<file path="src/shc_params.svh">
`ifndef SHC_PARAMS_SVH
`define SHC_PARAMS_SVH

// Register offsets within the block's byte window.
`define SHC_OFF_CONTROL 4'h8
`define SHC_OFF_STATUS 4'h9
`define SHC_OFF_DATA0 4'hA
`define SHC_OFF_DATA1 4'hB
`define SHC_OFF_DATA2 4'hC
`define SHC_OFF_DATA3 4'hD
`define SHC_OFF_DEBUG 4'hE
`define SHC_OFF_CONV 4'hF

// Control register fields.
`define SHC_CTL_CPOL 7
`define SHC_CTL_CPHA 6
`define SHC_CTL_LEN_HI 5
`define SHC_CTL_LEN_LO 4
`define SHC_CTL_MAN 3
`define SHC_CTL_CS_HI 2
`define SHC_CTL_CS_LO 0

// Status and configuration register fields.
`define SHC_ST_IRQSEL_HI 7
`define SHC_ST_IRQSEL_LO 6
`define SHC_ST_RATE_HI 5
`define SHC_ST_RATE_LO 4
`define SHC_ST_HWEN 3
`define SHC_ST_LSB 2
`define SHC_ST_EXT 1
`define SHC_ST_BUSY 0

// Debug register and converter strobe register fields.
`define SHC_DBG_LOOP 1
`define SHC_CONV_DAC 4
`define SHC_CONV_ADCBUSY 2
`define SHC_CONV_ADCSTART 0

// Reset values and idle levels.
`define SHC_RST_BYTE 8'h00
`define SHC_RST_WORD 32'h00000000
`define SHC_CS_NONE 7'h7F
`define SHC_UNMAPPED 8'h00

// Half periods of the serial clock, in bus clock cycles, for each rate code.
`define SHC_HALF_DIV32 5'h10
`define SHC_HALF_DIV16 5'h08
`define SHC_HALF_DIV8 5'h04
`define SHC_HALF_DIV4 5'h02

// Transmit word queue geometry.
`define SHC_FIFO_WIDTH 32
`define SHC_FIFO_DEPTH 16

`endif

</file>
<file path="src/shc_pkg.sv">
package shc_pkg;

  typedef enum logic [1:0] {
    SHC_IDLE = 2'b00,
    SHC_LEAD = 2'b01,
    SHC_SHIFT = 2'b10,
    SHC_TAIL = 2'b11
  } shc_state_t;

  typedef enum logic [1:0] {
    SHC_RATE_DIV32 = 2'b00,
    SHC_RATE_DIV16 = 2'b01,
    SHC_RATE_DIV8 = 2'b10,
    SHC_RATE_DIV4 = 2'b11
  } shc_rate_t;

endpackage : shc_pkg

</file>
<file path="src/shc_spi_host_controller.sv">
// Notes on behaviour
// RULE1: Two-bit interrupt line select: codes pick lines 3, 4, 5, 10; read/write.
// RULE2: Serial clock is bus clock divided by 32, 16, 8 or 4 per rate field.
// RULE3: With interrupt enable clear, no interrupt line is ever driven.
// RULE4: Direction bit 0 shifts most significant bit first, 1 least first.
// RULE5: Read-only flag mirrors the expansion interrupt input; reads 0 when unasserted.
// RULE6: Enable set and expansion interrupt asserted drives the selected line.
// RULE7: Busy flag reads 1 while a frame is shifting, 0 when idle.
// RULE8: Four data bytes form one word; byte zero is least significant.
// RULE9: Writing the top data byte starts a frame; auto mode asserts chip select.
// RULE10: Msb-first sends top bit of byte three; received bits enter bit zero.
// RULE11: Lsb-first sends bit zero first; received bits enter top of byte three.
// RULE12: Loopback bit feeds serial output into serial input; output still driven.
// RULE13: Write-only converter bit 4 drives the DAC load strobe.
// RULE14: Read-only converter bit 2 reflects the ADC busy input.
// RULE15: Write-only converter bit 0 drives the ADC conversion start.
// RULE16: Converter reserved bits ignore writes and read as zero.
// RULE17: Frame length field gives 8, 16, 24 or 32 bits in both modes.
// RULE18: Manual bit 0 gives automatic chip select; 1 follows the select field.
// RULE19: Select code 0 none, 1-4 expansion 0-3, 5 ADC, 6 I/O, 7 DAC.
// RULE20: Polarity bit sets sclk idle level; phase bit picks the sampling edge.
// RULE21: Busy rises the cycle after the top byte write; falls after frame ends.
// RULE22: Auto mode releases chip select after the last edge; sclk returns idle.
`include "shc_params.svh"

module shc_spi_host_controller (
  input wire logic clk,
  input wire logic rst,
  input wire logic [3:0] bus_addr,
  input wire logic bus_wr,
  input wire logic bus_rd,
  input wire logic [7:0] bus_wdata,
  output logic [7:0] bus_rdata,
  output logic cmd_ready,
  output logic sclk,
  output logic mosi,
  input wire logic miso,
  output logic [6:0] cs_n,
  input wire logic expansion_interrupt_n,
  output logic [3:0] irq_lines,
  output logic dac_load_strobe,
  output logic adc_convert_start,
  input wire logic adc_busy_in
);

  logic [7:0] ctrl_q;
  logic [7:0] status_cfg_q;
  logic [31:0] word_q;
  logic loopback_enable_q;
  logic dac_q;
  logic adc_q;
  logic [7:0] rdata_q;
  logic busy_q;
  logic cmd_ready_q;
  logic sclk_q;
  logic mosi_q;
  logic rx_bit_q;
  logic [6:0] cs_n_q;
  logic [3:0] irq_q;
  logic [31:0] sr_q;
  logic [5:0] edges_q;
  shc_pkg::shc_state_t state_q;

  logic cpol;
  logic cpha;
  logic manual_chip_select;
  logic [2:0] cs_code;
  logic [1:0] frame_length_select;
  logic [1:0] irq_line_select;
  logic [1:0] sclk_rate_select;
  logic hw_interrupt_enable;
  logic lsb_first_select;
  logic ext_interrupt_flag;
  logic [5:0] last_edge;
  logic rx_in;
  logic tick;
  logic push;
  logic fifo_in_ready;
  logic fifo_out_valid;
  logic fifo_out_ready;
  logic [31:0] fifo_out_data;
  logic frame_done;
  logic leading;
  logic [31:0] sr_next;
  logic [2:0] cs_active_code;

  assign cpol = ctrl_q[`SHC_CTL_CPOL];
  assign cpha = ctrl_q[`SHC_CTL_CPHA];
  assign frame_length_select = ctrl_q[`SHC_CTL_LEN_HI:`SHC_CTL_LEN_LO];
  assign manual_chip_select = ctrl_q[`SHC_CTL_MAN];
  assign cs_code = ctrl_q[`SHC_CTL_CS_HI:`SHC_CTL_CS_LO];
  assign irq_line_select = status_cfg_q[`SHC_ST_IRQSEL_HI:`SHC_ST_IRQSEL_LO];
  assign sclk_rate_select = status_cfg_q[`SHC_ST_RATE_HI:`SHC_ST_RATE_LO];
  assign hw_interrupt_enable = status_cfg_q[`SHC_ST_HWEN];
  assign lsb_first_select = status_cfg_q[`SHC_ST_LSB];
  assign ext_interrupt_flag = !expansion_interrupt_n; // see RULE5

  // Frame of 8 x (code + 1) bits takes twice as many clock edges.
  assign last_edge = {frame_length_select, 4'hF}; // see RULE17
  assign rx_in = loopback_enable_q ? mosi_q : miso; // see RULE12
  assign push = bus_wr && (bus_addr == `SHC_OFF_DATA3) && fifo_in_ready; // see RULE9
  assign fifo_out_ready = (state_q == shc_pkg::SHC_IDLE);
  assign frame_done = (state_q == shc_pkg::SHC_TAIL) && tick;
  assign leading = !edges_q[0];

  function automatic logic tx_bit(input logic lsb, input logic [31:0] v);
    tx_bit = lsb ? v[0] : v[31]; // see RULE4
  endfunction : tx_bit

  function automatic logic [31:0] shift_word(input logic lsb, input logic [31:0] v,
                                             input logic b);
    shift_word = lsb ? {b, v[31:1]} : {v[30:0], b}; // see RULE10, RULE11
  endfunction : shift_word

  function automatic logic [6:0] cs_decode(input logic [2:0] code);
    cs_decode = (code == 3'h0) ? `SHC_CS_NONE : ~(7'h01 << (code - 3'h1)); // see RULE19
  endfunction : cs_decode

  assign sr_next = shift_word(lsb_first_select, sr_q, cpha ? rx_in : rx_bit_q);
  assign cs_active_code = manual_chip_select ? cs_code :
                          ((state_q != shc_pkg::SHC_IDLE) ? cs_code : 3'h0); // see RULE18

  shc_fifo #(
    .WIDTH(`SHC_FIFO_WIDTH),
    .DEPTH(`SHC_FIFO_DEPTH)
  ) u_fifo (
    .clk(clk),
    .rst(rst),
    .in_valid(push),
    .in_ready(fifo_in_ready),
    .in_data({bus_wdata, word_q[23:0]}),
    .out_valid(fifo_out_valid),
    .out_ready(fifo_out_ready),
    .out_data(fifo_out_data)
  );

  shc_clk_div u_div (
    .clk(clk),
    .rst(rst),
    .run(state_q != shc_pkg::SHC_IDLE),
    .rate(sclk_rate_select), // see RULE2
    .tick(tick)
  );

  // Configuration registers written by software.
  always_ff @(posedge clk or posedge rst) begin
    if (rst) begin
      ctrl_q <= `SHC_RST_BYTE;
      status_cfg_q <= `SHC_RST_BYTE;
      loopback_enable_q <= 1'b0;
      dac_q <= 1'b0;
      adc_q <= 1'b0;
    end else if (bus_wr) begin
      case (bus_addr)
        `SHC_OFF_CONTROL: ctrl_q <= bus_wdata;
        `SHC_OFF_STATUS: status_cfg_q <= {bus_wdata[7:2], 2'b00}; // see RULE1
        `SHC_OFF_DEBUG: loopback_enable_q <= bus_wdata[`SHC_DBG_LOOP];
        `SHC_OFF_CONV: begin
          dac_q <= bus_wdata[`SHC_CONV_DAC]; // see RULE13
          adc_q <= bus_wdata[`SHC_CONV_ADCSTART]; // see RULE15
        end
        default: begin
        end
      endcase
    end
  end

  // Data word: byte writes, then the received word once a frame ends.
  always_ff @(posedge clk or posedge rst) begin
    if (rst) begin
      word_q <= `SHC_RST_WORD;
    end else begin
      if (frame_done) begin
        word_q <= sr_q;
      end
      if (bus_wr) begin
        case (bus_addr)
          `SHC_OFF_DATA0: word_q[7:0] <= bus_wdata; // see RULE8
          `SHC_OFF_DATA1: word_q[15:8] <= bus_wdata;
          `SHC_OFF_DATA2: word_q[23:16] <= bus_wdata;
          `SHC_OFF_DATA3: word_q[31:24] <= bus_wdata;
          default: begin
          end
        endcase
      end
    end
  end

  // Busy: a new start wins over the end of the previous frame.
  always_ff @(posedge clk or posedge rst) begin
    if (rst) begin
      busy_q <= 1'b0;
    end else if (push) begin
      busy_q <= 1'b1; // see RULE21
    end else if (frame_done && !fifo_out_valid) begin
      busy_q <= 1'b0; // see RULE7
    end
  end

  // Serial engine.
  always_ff @(posedge clk or posedge rst) begin
    if (rst) begin
      state_q <= shc_pkg::SHC_IDLE;
      sr_q <= `SHC_RST_WORD;
      edges_q <= 6'h00;
      sclk_q <= 1'b0;
      mosi_q <= 1'b0;
      rx_bit_q <= 1'b0;
    end else begin
      case (state_q)
        shc_pkg::SHC_IDLE: begin
          sclk_q <= cpol; // see RULE20
          edges_q <= 6'h00;
          if (fifo_out_valid) begin
            sr_q <= fifo_out_data;
            mosi_q <= tx_bit(lsb_first_select, fifo_out_data);
            state_q <= shc_pkg::SHC_LEAD;
          end
        end
        shc_pkg::SHC_LEAD: begin
          if (tick) begin
            state_q <= shc_pkg::SHC_SHIFT;
          end
        end
        shc_pkg::SHC_SHIFT: begin
          if (tick) begin
            sclk_q <= ~sclk_q;
            edges_q <= edges_q + 6'h01;
            if (leading) begin
              if (!cpha) begin
                rx_bit_q <= rx_in; // see RULE20
              end else begin
                mosi_q <= tx_bit(lsb_first_select, sr_q);
              end
            end else begin
              sr_q <= sr_next;
              if (!cpha) begin
                mosi_q <= tx_bit(lsb_first_select, sr_next);
              end
            end
            if (edges_q == last_edge) begin
              state_q <= shc_pkg::SHC_TAIL; // see RULE17
            end
          end
        end
        shc_pkg::SHC_TAIL: begin
          sclk_q <= cpol; // see RULE22
          if (tick) begin
            state_q <= shc_pkg::SHC_IDLE;
          end
        end
        default: begin
          state_q <= shc_pkg::SHC_IDLE;
        end
      endcase
    end
  end

  // Pin side registers: chip selects and interrupt lines.
  always_ff @(posedge clk or posedge rst) begin
    if (rst) begin
      cs_n_q <= `SHC_CS_NONE;
      irq_q <= 4'h0;
      cmd_ready_q <= 1'b0;
    end else begin
      cs_n_q <= cs_decode(cs_active_code); // see RULE9, RULE22
      cmd_ready_q <= fifo_in_ready;
      if (hw_interrupt_enable && ext_interrupt_flag) begin
        irq_q <= 4'h1 << irq_line_select; // see RULE6
      end else begin
        irq_q <= 4'h0; // see RULE3
      end
    end
  end

  // Register read port.
  always_ff @(posedge clk or posedge rst) begin
    if (rst) begin
      rdata_q <= `SHC_RST_BYTE;
    end else if (bus_rd) begin
      case (bus_addr)
        `SHC_OFF_CONTROL: rdata_q <= ctrl_q;
        `SHC_OFF_STATUS: rdata_q <= {status_cfg_q[7:2], ext_interrupt_flag, busy_q};
        `SHC_OFF_DATA0: rdata_q <= word_q[7:0];
        `SHC_OFF_DATA1: rdata_q <= word_q[15:8];
        `SHC_OFF_DATA2: rdata_q <= word_q[23:16];
        `SHC_OFF_DATA3: rdata_q <= word_q[31:24];
        `SHC_OFF_DEBUG: rdata_q <= {6'h00, loopback_enable_q, 1'b0};
        `SHC_OFF_CONV: rdata_q <= {5'h00, adc_busy_in, 2'b00}; // see RULE14, RULE16
        default: rdata_q <= `SHC_UNMAPPED;
      endcase
    end
  end

  assign bus_rdata = rdata_q;
  assign cmd_ready = cmd_ready_q;
  assign sclk = sclk_q;
  assign mosi = mosi_q;
  assign cs_n = cs_n_q;
  assign irq_lines = irq_q;
  assign dac_load_strobe = dac_q;
  assign adc_convert_start = adc_q;
endmodule : shc_spi_host_controller

</file>
<file path="src/shc_fifo.sv">
module shc_fifo #(
  parameter int WIDTH = 32,
  parameter int DEPTH = 16
) (
  input wire logic clk,
  input wire logic rst,
  input wire logic in_valid,
  output logic in_ready,
  input wire logic [WIDTH-1:0] in_data,
  output logic out_valid,
  input wire logic out_ready,
  output logic [WIDTH-1:0] out_data
);

  localparam int AW = $clog2(DEPTH);

  logic [WIDTH-1:0] mem_q [DEPTH];
  logic [AW-1:0] wr_ptr_q;
  logic [AW-1:0] rd_ptr_q;
  logic [AW:0] count_q;
  logic do_push;
  logic do_pop;

  assign in_ready = (count_q != DEPTH[AW:0]);
  assign out_valid = (count_q != '0);
  assign out_data = mem_q[rd_ptr_q];
  assign do_push = in_valid && in_ready;
  assign do_pop = out_valid && out_ready;

  always_ff @(posedge clk) begin
    if (do_push) begin
      mem_q[wr_ptr_q] <= in_data;
    end
  end

  always_ff @(posedge clk or posedge rst) begin
    if (rst) begin
      wr_ptr_q <= '0;
      rd_ptr_q <= '0;
      count_q <= '0;
    end else begin
      if (do_push) begin
        wr_ptr_q <= (wr_ptr_q == AW'(DEPTH - 1)) ? '0 : wr_ptr_q + 1'b1;
      end
      if (do_pop) begin
        rd_ptr_q <= (rd_ptr_q == AW'(DEPTH - 1)) ? '0 : rd_ptr_q + 1'b1;
      end
      if (do_push && !do_pop) begin
        count_q <= count_q + 1'b1;
      end else if (do_pop && !do_push) begin
        count_q <= count_q - 1'b1;
      end
    end
  end

endmodule : shc_fifo

</file>
<file path="src/shc_clk_div.sv">
`include "shc_params.svh"

module shc_clk_div (
  input wire logic clk,
  input wire logic rst,
  input wire logic run,
  input wire logic [1:0] rate,
  output logic tick
);

  logic [4:0] cnt_q;
  logic [4:0] half;

  always_comb begin
    case (shc_pkg::shc_rate_t'(rate))
      shc_pkg::SHC_RATE_DIV32: half = `SHC_HALF_DIV32;
      shc_pkg::SHC_RATE_DIV16: half = `SHC_HALF_DIV16;
      shc_pkg::SHC_RATE_DIV8: half = `SHC_HALF_DIV8;
      default: half = `SHC_HALF_DIV4;
    endcase
  end

  // One pulse per half period of the serial clock; held in reset while idle.
  assign tick = run && (cnt_q == half - 5'h01);

  always_ff @(posedge clk or posedge rst) begin
    if (rst) begin
      cnt_q <= 5'h00;
    end else if (!run || tick) begin
      cnt_q <= 5'h00;
    end else begin
      cnt_q <= cnt_q + 5'h01;
    end
  end

endmodule : shc_clk_div

</file>
<file path="config.mk">
export PLATFORM = sky130hd
export DESIGN_NAME = shc_spi_host_controller
export DESIGN_NICKNAME = d
export VERILOG_FILES = /design/src/shc_pkg.sv /design/src/shc_spi_host_controller.sv /design/src/shc_fifo.sv /design/src/shc_clk_div.sv
export VERILOG_INCLUDE_DIRS = /design/src
export SDC_FILE = /design/constraint.sdc
export NUM_CORES = 1
export LEC_CHECK = 0
export ABC_AREA = 1
export BUFFER_PORTS_ARGS = -buffer_cell sky130_fd_sc_hd__buf_2
export CORE_UTILIZATION = 40
export DETAILED_ROUTE_END_ITERATION = 12
export SYNTH_ARGS = -nofsm -noshare
export SYNTH_HDL_FRONTEND = slang
export SYNTH_SLANG_ARGS = --single-unit
</file>
<file path="constraint.sdc">
create_clock -name clk -period 4.8 [get_ports clk]
set_input_delay 0.24 -clock clk [delete_from_list [all_inputs] [get_ports clk]]
set_output_delay 0.24 -clock clk [all_outputs]
set_load 0.01 [all_outputs]
</file>
==> flow_metrics.tcl <==
set metrics [dict create \
    cp-endpoint "sr_q[31]$_DFFE_PP0P_" \
    layout_min_cycle_time_ns 2.88 \
    synth_nets 2685 \
    rrSetupSlack_ns 1.92 \
    die_area_um2 69800 \
    yosysWarnings 0 \
    drc_errors 0 \
    synthesis.area_um2 27500 \
    ys.flop_type "edfxtp_1" \
    relSlewSlack_pct 15.4 \
    dpl.hpwl_um 44000 \
    postSynthAreaPerCell_um2 10.4 \
    clock_sinks 643 \
    p_seq_share_pct 41.7 \
    cts_buffer_depth 3 \
    seq_area_frac_synth_pct 67.8 \
    cts_setup_buffers 0 \
    grt_max_degree 176 \
    cpPeakStageDelay_ns 0.67 \
    synth.distinct_cells 40 \
    cp.arrival_ns 3.38 \
    worstSetupStartpoint "u_fifo.rd_ptr_q[0]$_DFFE_PP0P_" \
    nFillCells 6140 \
    p_leak_uw 0.0118 \
    core_region_area_um2 67600 \
    crit_cells 12 \
    fmax_mhz 348 \
    cts_max_level 3 \
    grt_pass1_vias 18413 \
    die_x_um 264 \
    worst-path-buf-inv 2 \
    yosysTopAreaCellShare_pct 55.9 \
    ys_ff_latch 643 \
    crit_type "reg2reg" \
    drt-total-wl_um 72800 \
    num_vias 19152 \
    grt_use_total_pct 20.9 \
    vdd_ir_drop_max_mv 0.560 \
    ios 43 \
    cts_root_buffer "clkbuf_16" \
    p_switching_uw 7350 \
    portBuffers 42 \
    grt_pass1_wl_um 112000 \
    outcome "completed" \
    wl_per_cell_um 20.4 \
    cts_resized 0 \
    critPathLaunchType "flop" \
    comb_power_share_pct 31.6 \
    synth_cells 2649 \
    synth_edf_count 512 \
    finalCritPeriodShare_pct 59.9 \
    post_synth_main_area_contributors "edfxtp_1 56%, dfrtp_1 11%, nand2_1 7.9%" \
    yosysTopAreaCell "edfxtp_1" \
    vias_per_cell 5.38 \
    setup_viol 0 \
    internal_power_uw 11600 \
    tns_ns 0 \
    worst_slack_ns 1.92 \
    clk_latency_ns 0.60 \
    worstPathRequired_ns 5.30 \
    async_flop_share_pct 20.4 \
    drt_iter0_drc 1964 \
    timing.rr.start "u_fifo.rd_ptr_q[0]$_DFFE_PP0P_" \
    pwr-share-clk_pct 26.7 \
    end_kind "flop" \
    yosys-top-cells-count "581 x nand2_1, 512 x edfxtp_1, 462 x nor2_1" \
    crit_top_cell "nand2_1" \
    timing.clock.skew_ns 0.0217 \
    critPathTopFamily "buffers and inverters" \
    cp_cell_sequence "inv_6 > buf_4 > nand2_1 > nand2_1 > nand2_1 > nand3_1 > nand3_1 > nand2_1 > nand2_1 > nand2_1 > nand2_1 > o21ai_0" \
    switching_share_pct 38.8 \
    cts_tree "built" \
    area_growth_pct 11.4 \
    overflow 0 \
    cts-buffers-inserted 67 \
    yosysMostFrequentCell "nand2_1" \
    max_cap_viol_count 0 \
    critPathSlowestCell "dfrtp_4" \
    drtPass1Iterations 6 \
    rows 95 \
    critPathMaxFanout 99 \
    drive_gt1_share_pct 7.25 \
    reg2regPathDepth 12 \
    rsz0062_at_grt "false" \
    place_congestion 0.916 \
    ant_nets 0 \
    nets 2678 \
    rr_endpoint "sr_q[31]$_DFFE_PP0P_" \
    antenna_found_initial 0 \
    hold_viol 0 \
    worst_slew_pin_slew_ns 1.27 \
    hp-class "in2reg" \
    post-place-ws_ns 1.65 \
    path_clk_slew_ns 0.06 \
    finalMaxSlewViolations 0 \
    start_util_pct 40.7 \
    die_h_um 264 \
    power_density_nw_per_um2 617 \
    diodes 0 \
]
-- layout by cell type, fill, tap and decap left out, types with 19 or more instances in the layout --
cell type	instances
nand2_1	581
edfxtp_1	512
nor2_1	447
o21ai_0	304
nand3_1	167
inv_1	155
dfrtp_1	121
clkbuf_16	71
a21oi_1	53
o211ai_1	43
buf_2	42
clkbuf_1	21
o22ai_1	19
-- power groups by stage --
stage	sequential (uW)	clock (uW)	combinational, uW
detailed placement	7980	0	5930
global placement	7950	0	5840
global route	7950	5340	6710
floorplan	7420	0	4200
finish	7880	5060	5980
CTS	7870	5140	5950
-- layout make-up --
type	instances	area (um2)	share of cell area (%)
Sequential cell	643	18700	60.9
Multi-Input combinational cell	1701	7710	25.1
Clock buffer	95	1900	6.19
Tap cell	873	1090	3.56
Inverter	166	636	2.07
Timing Repair Buffer	63	440	1.44
Clock inverter	22	213	0.694
-- worst min path at each step --
stage / slack, ns / to / depth (start not counted) / start
final: 0.07 / loopback_enable_q$_DFFE_PP0P_ / 4 / bus_addr[0]
after global routing: 0.09 / loopback_enable_q$_DFFE_PP0P_ / 4 / bus_addr[0]
after CTS: 0.02 / loopback_enable_q$_DFFE_PP0P_ / 4 / bus_addr[0]
after detailed placement: 0.46 / bus_rdata[1]$_DFFE_PP0P_ / 2 / bus_rdata[1]$_DFFE_PP0P_
after global placement: 0.46 / sr_q[26]$_DFFE_PP0P_ / 2 / sr_q[26]$_DFFE_PP0P_
after floorplan: 0.34 / u_fifo.mem_q[0][24]$_DFFE_PP_ / 0 / bus_wdata[0]
-- timing repair --
item	4_1_cts	5_1_grt
hold endpoints to repair	96	0
hold buffers	4	0
setup endpoints to repair	0	0
-- state kept, by name (all words and copies together), names as in the netlist, 5 cells and up --
signal,flops
bus_rdata,8
cs_n,7
ctrl_q,8
edges_q,6
sr_q,32
status_cfg_q,6
u_div.cnt_q,5
u_fifo.count_q,5
u_fifo.mem_q,512
word_q,32
-- worst reg2reg max path: cells and delay by family, from the launching register on --
kind / cells / cell delay (ns)
AND/OR/NAND/NOR: 9 / 0.91
buffers and inverters: 2 / 1.10
AO/OA/AOI/OAI: 1 / 0.09
flip-flops: 1 / 0.67
-- routing by layer --
layer	global-route usage (%)	share of wire (%)	routed length [um]
met1	29.9	45	32700
met2	32.7	46	33200
met3	3.08	7.0	5080
met4	6.80	2.5	1830
met5	0	0	0
-- cell families after synthesis --
logic type	Yosys count	share of synthesized area, %
compound gates	438	8.57
simple gates	1237	17.9
buf+inv	305	4.58
xor+xnor	9	0.287
flops	643	67.8
fa+ha+maj	17	0.801
-- metrics by stage --
stage	util [%]	hold WS [ns]	power, uW	instances	cell area (um2)
floorplan	-	0.339	11600	2649	27500
global placement	42.1	0.464	13800	3442	28500
detailed placement	42.1	0.464	13900	3442	28500
CTS	45.3	0.0159	19000	3563	30700
global route	45.3	0.0888	20000	3563	30700
finish	45.3	0.0717	18900	3563	30700
Note: power is estimated with default switching activity, not from simulation.
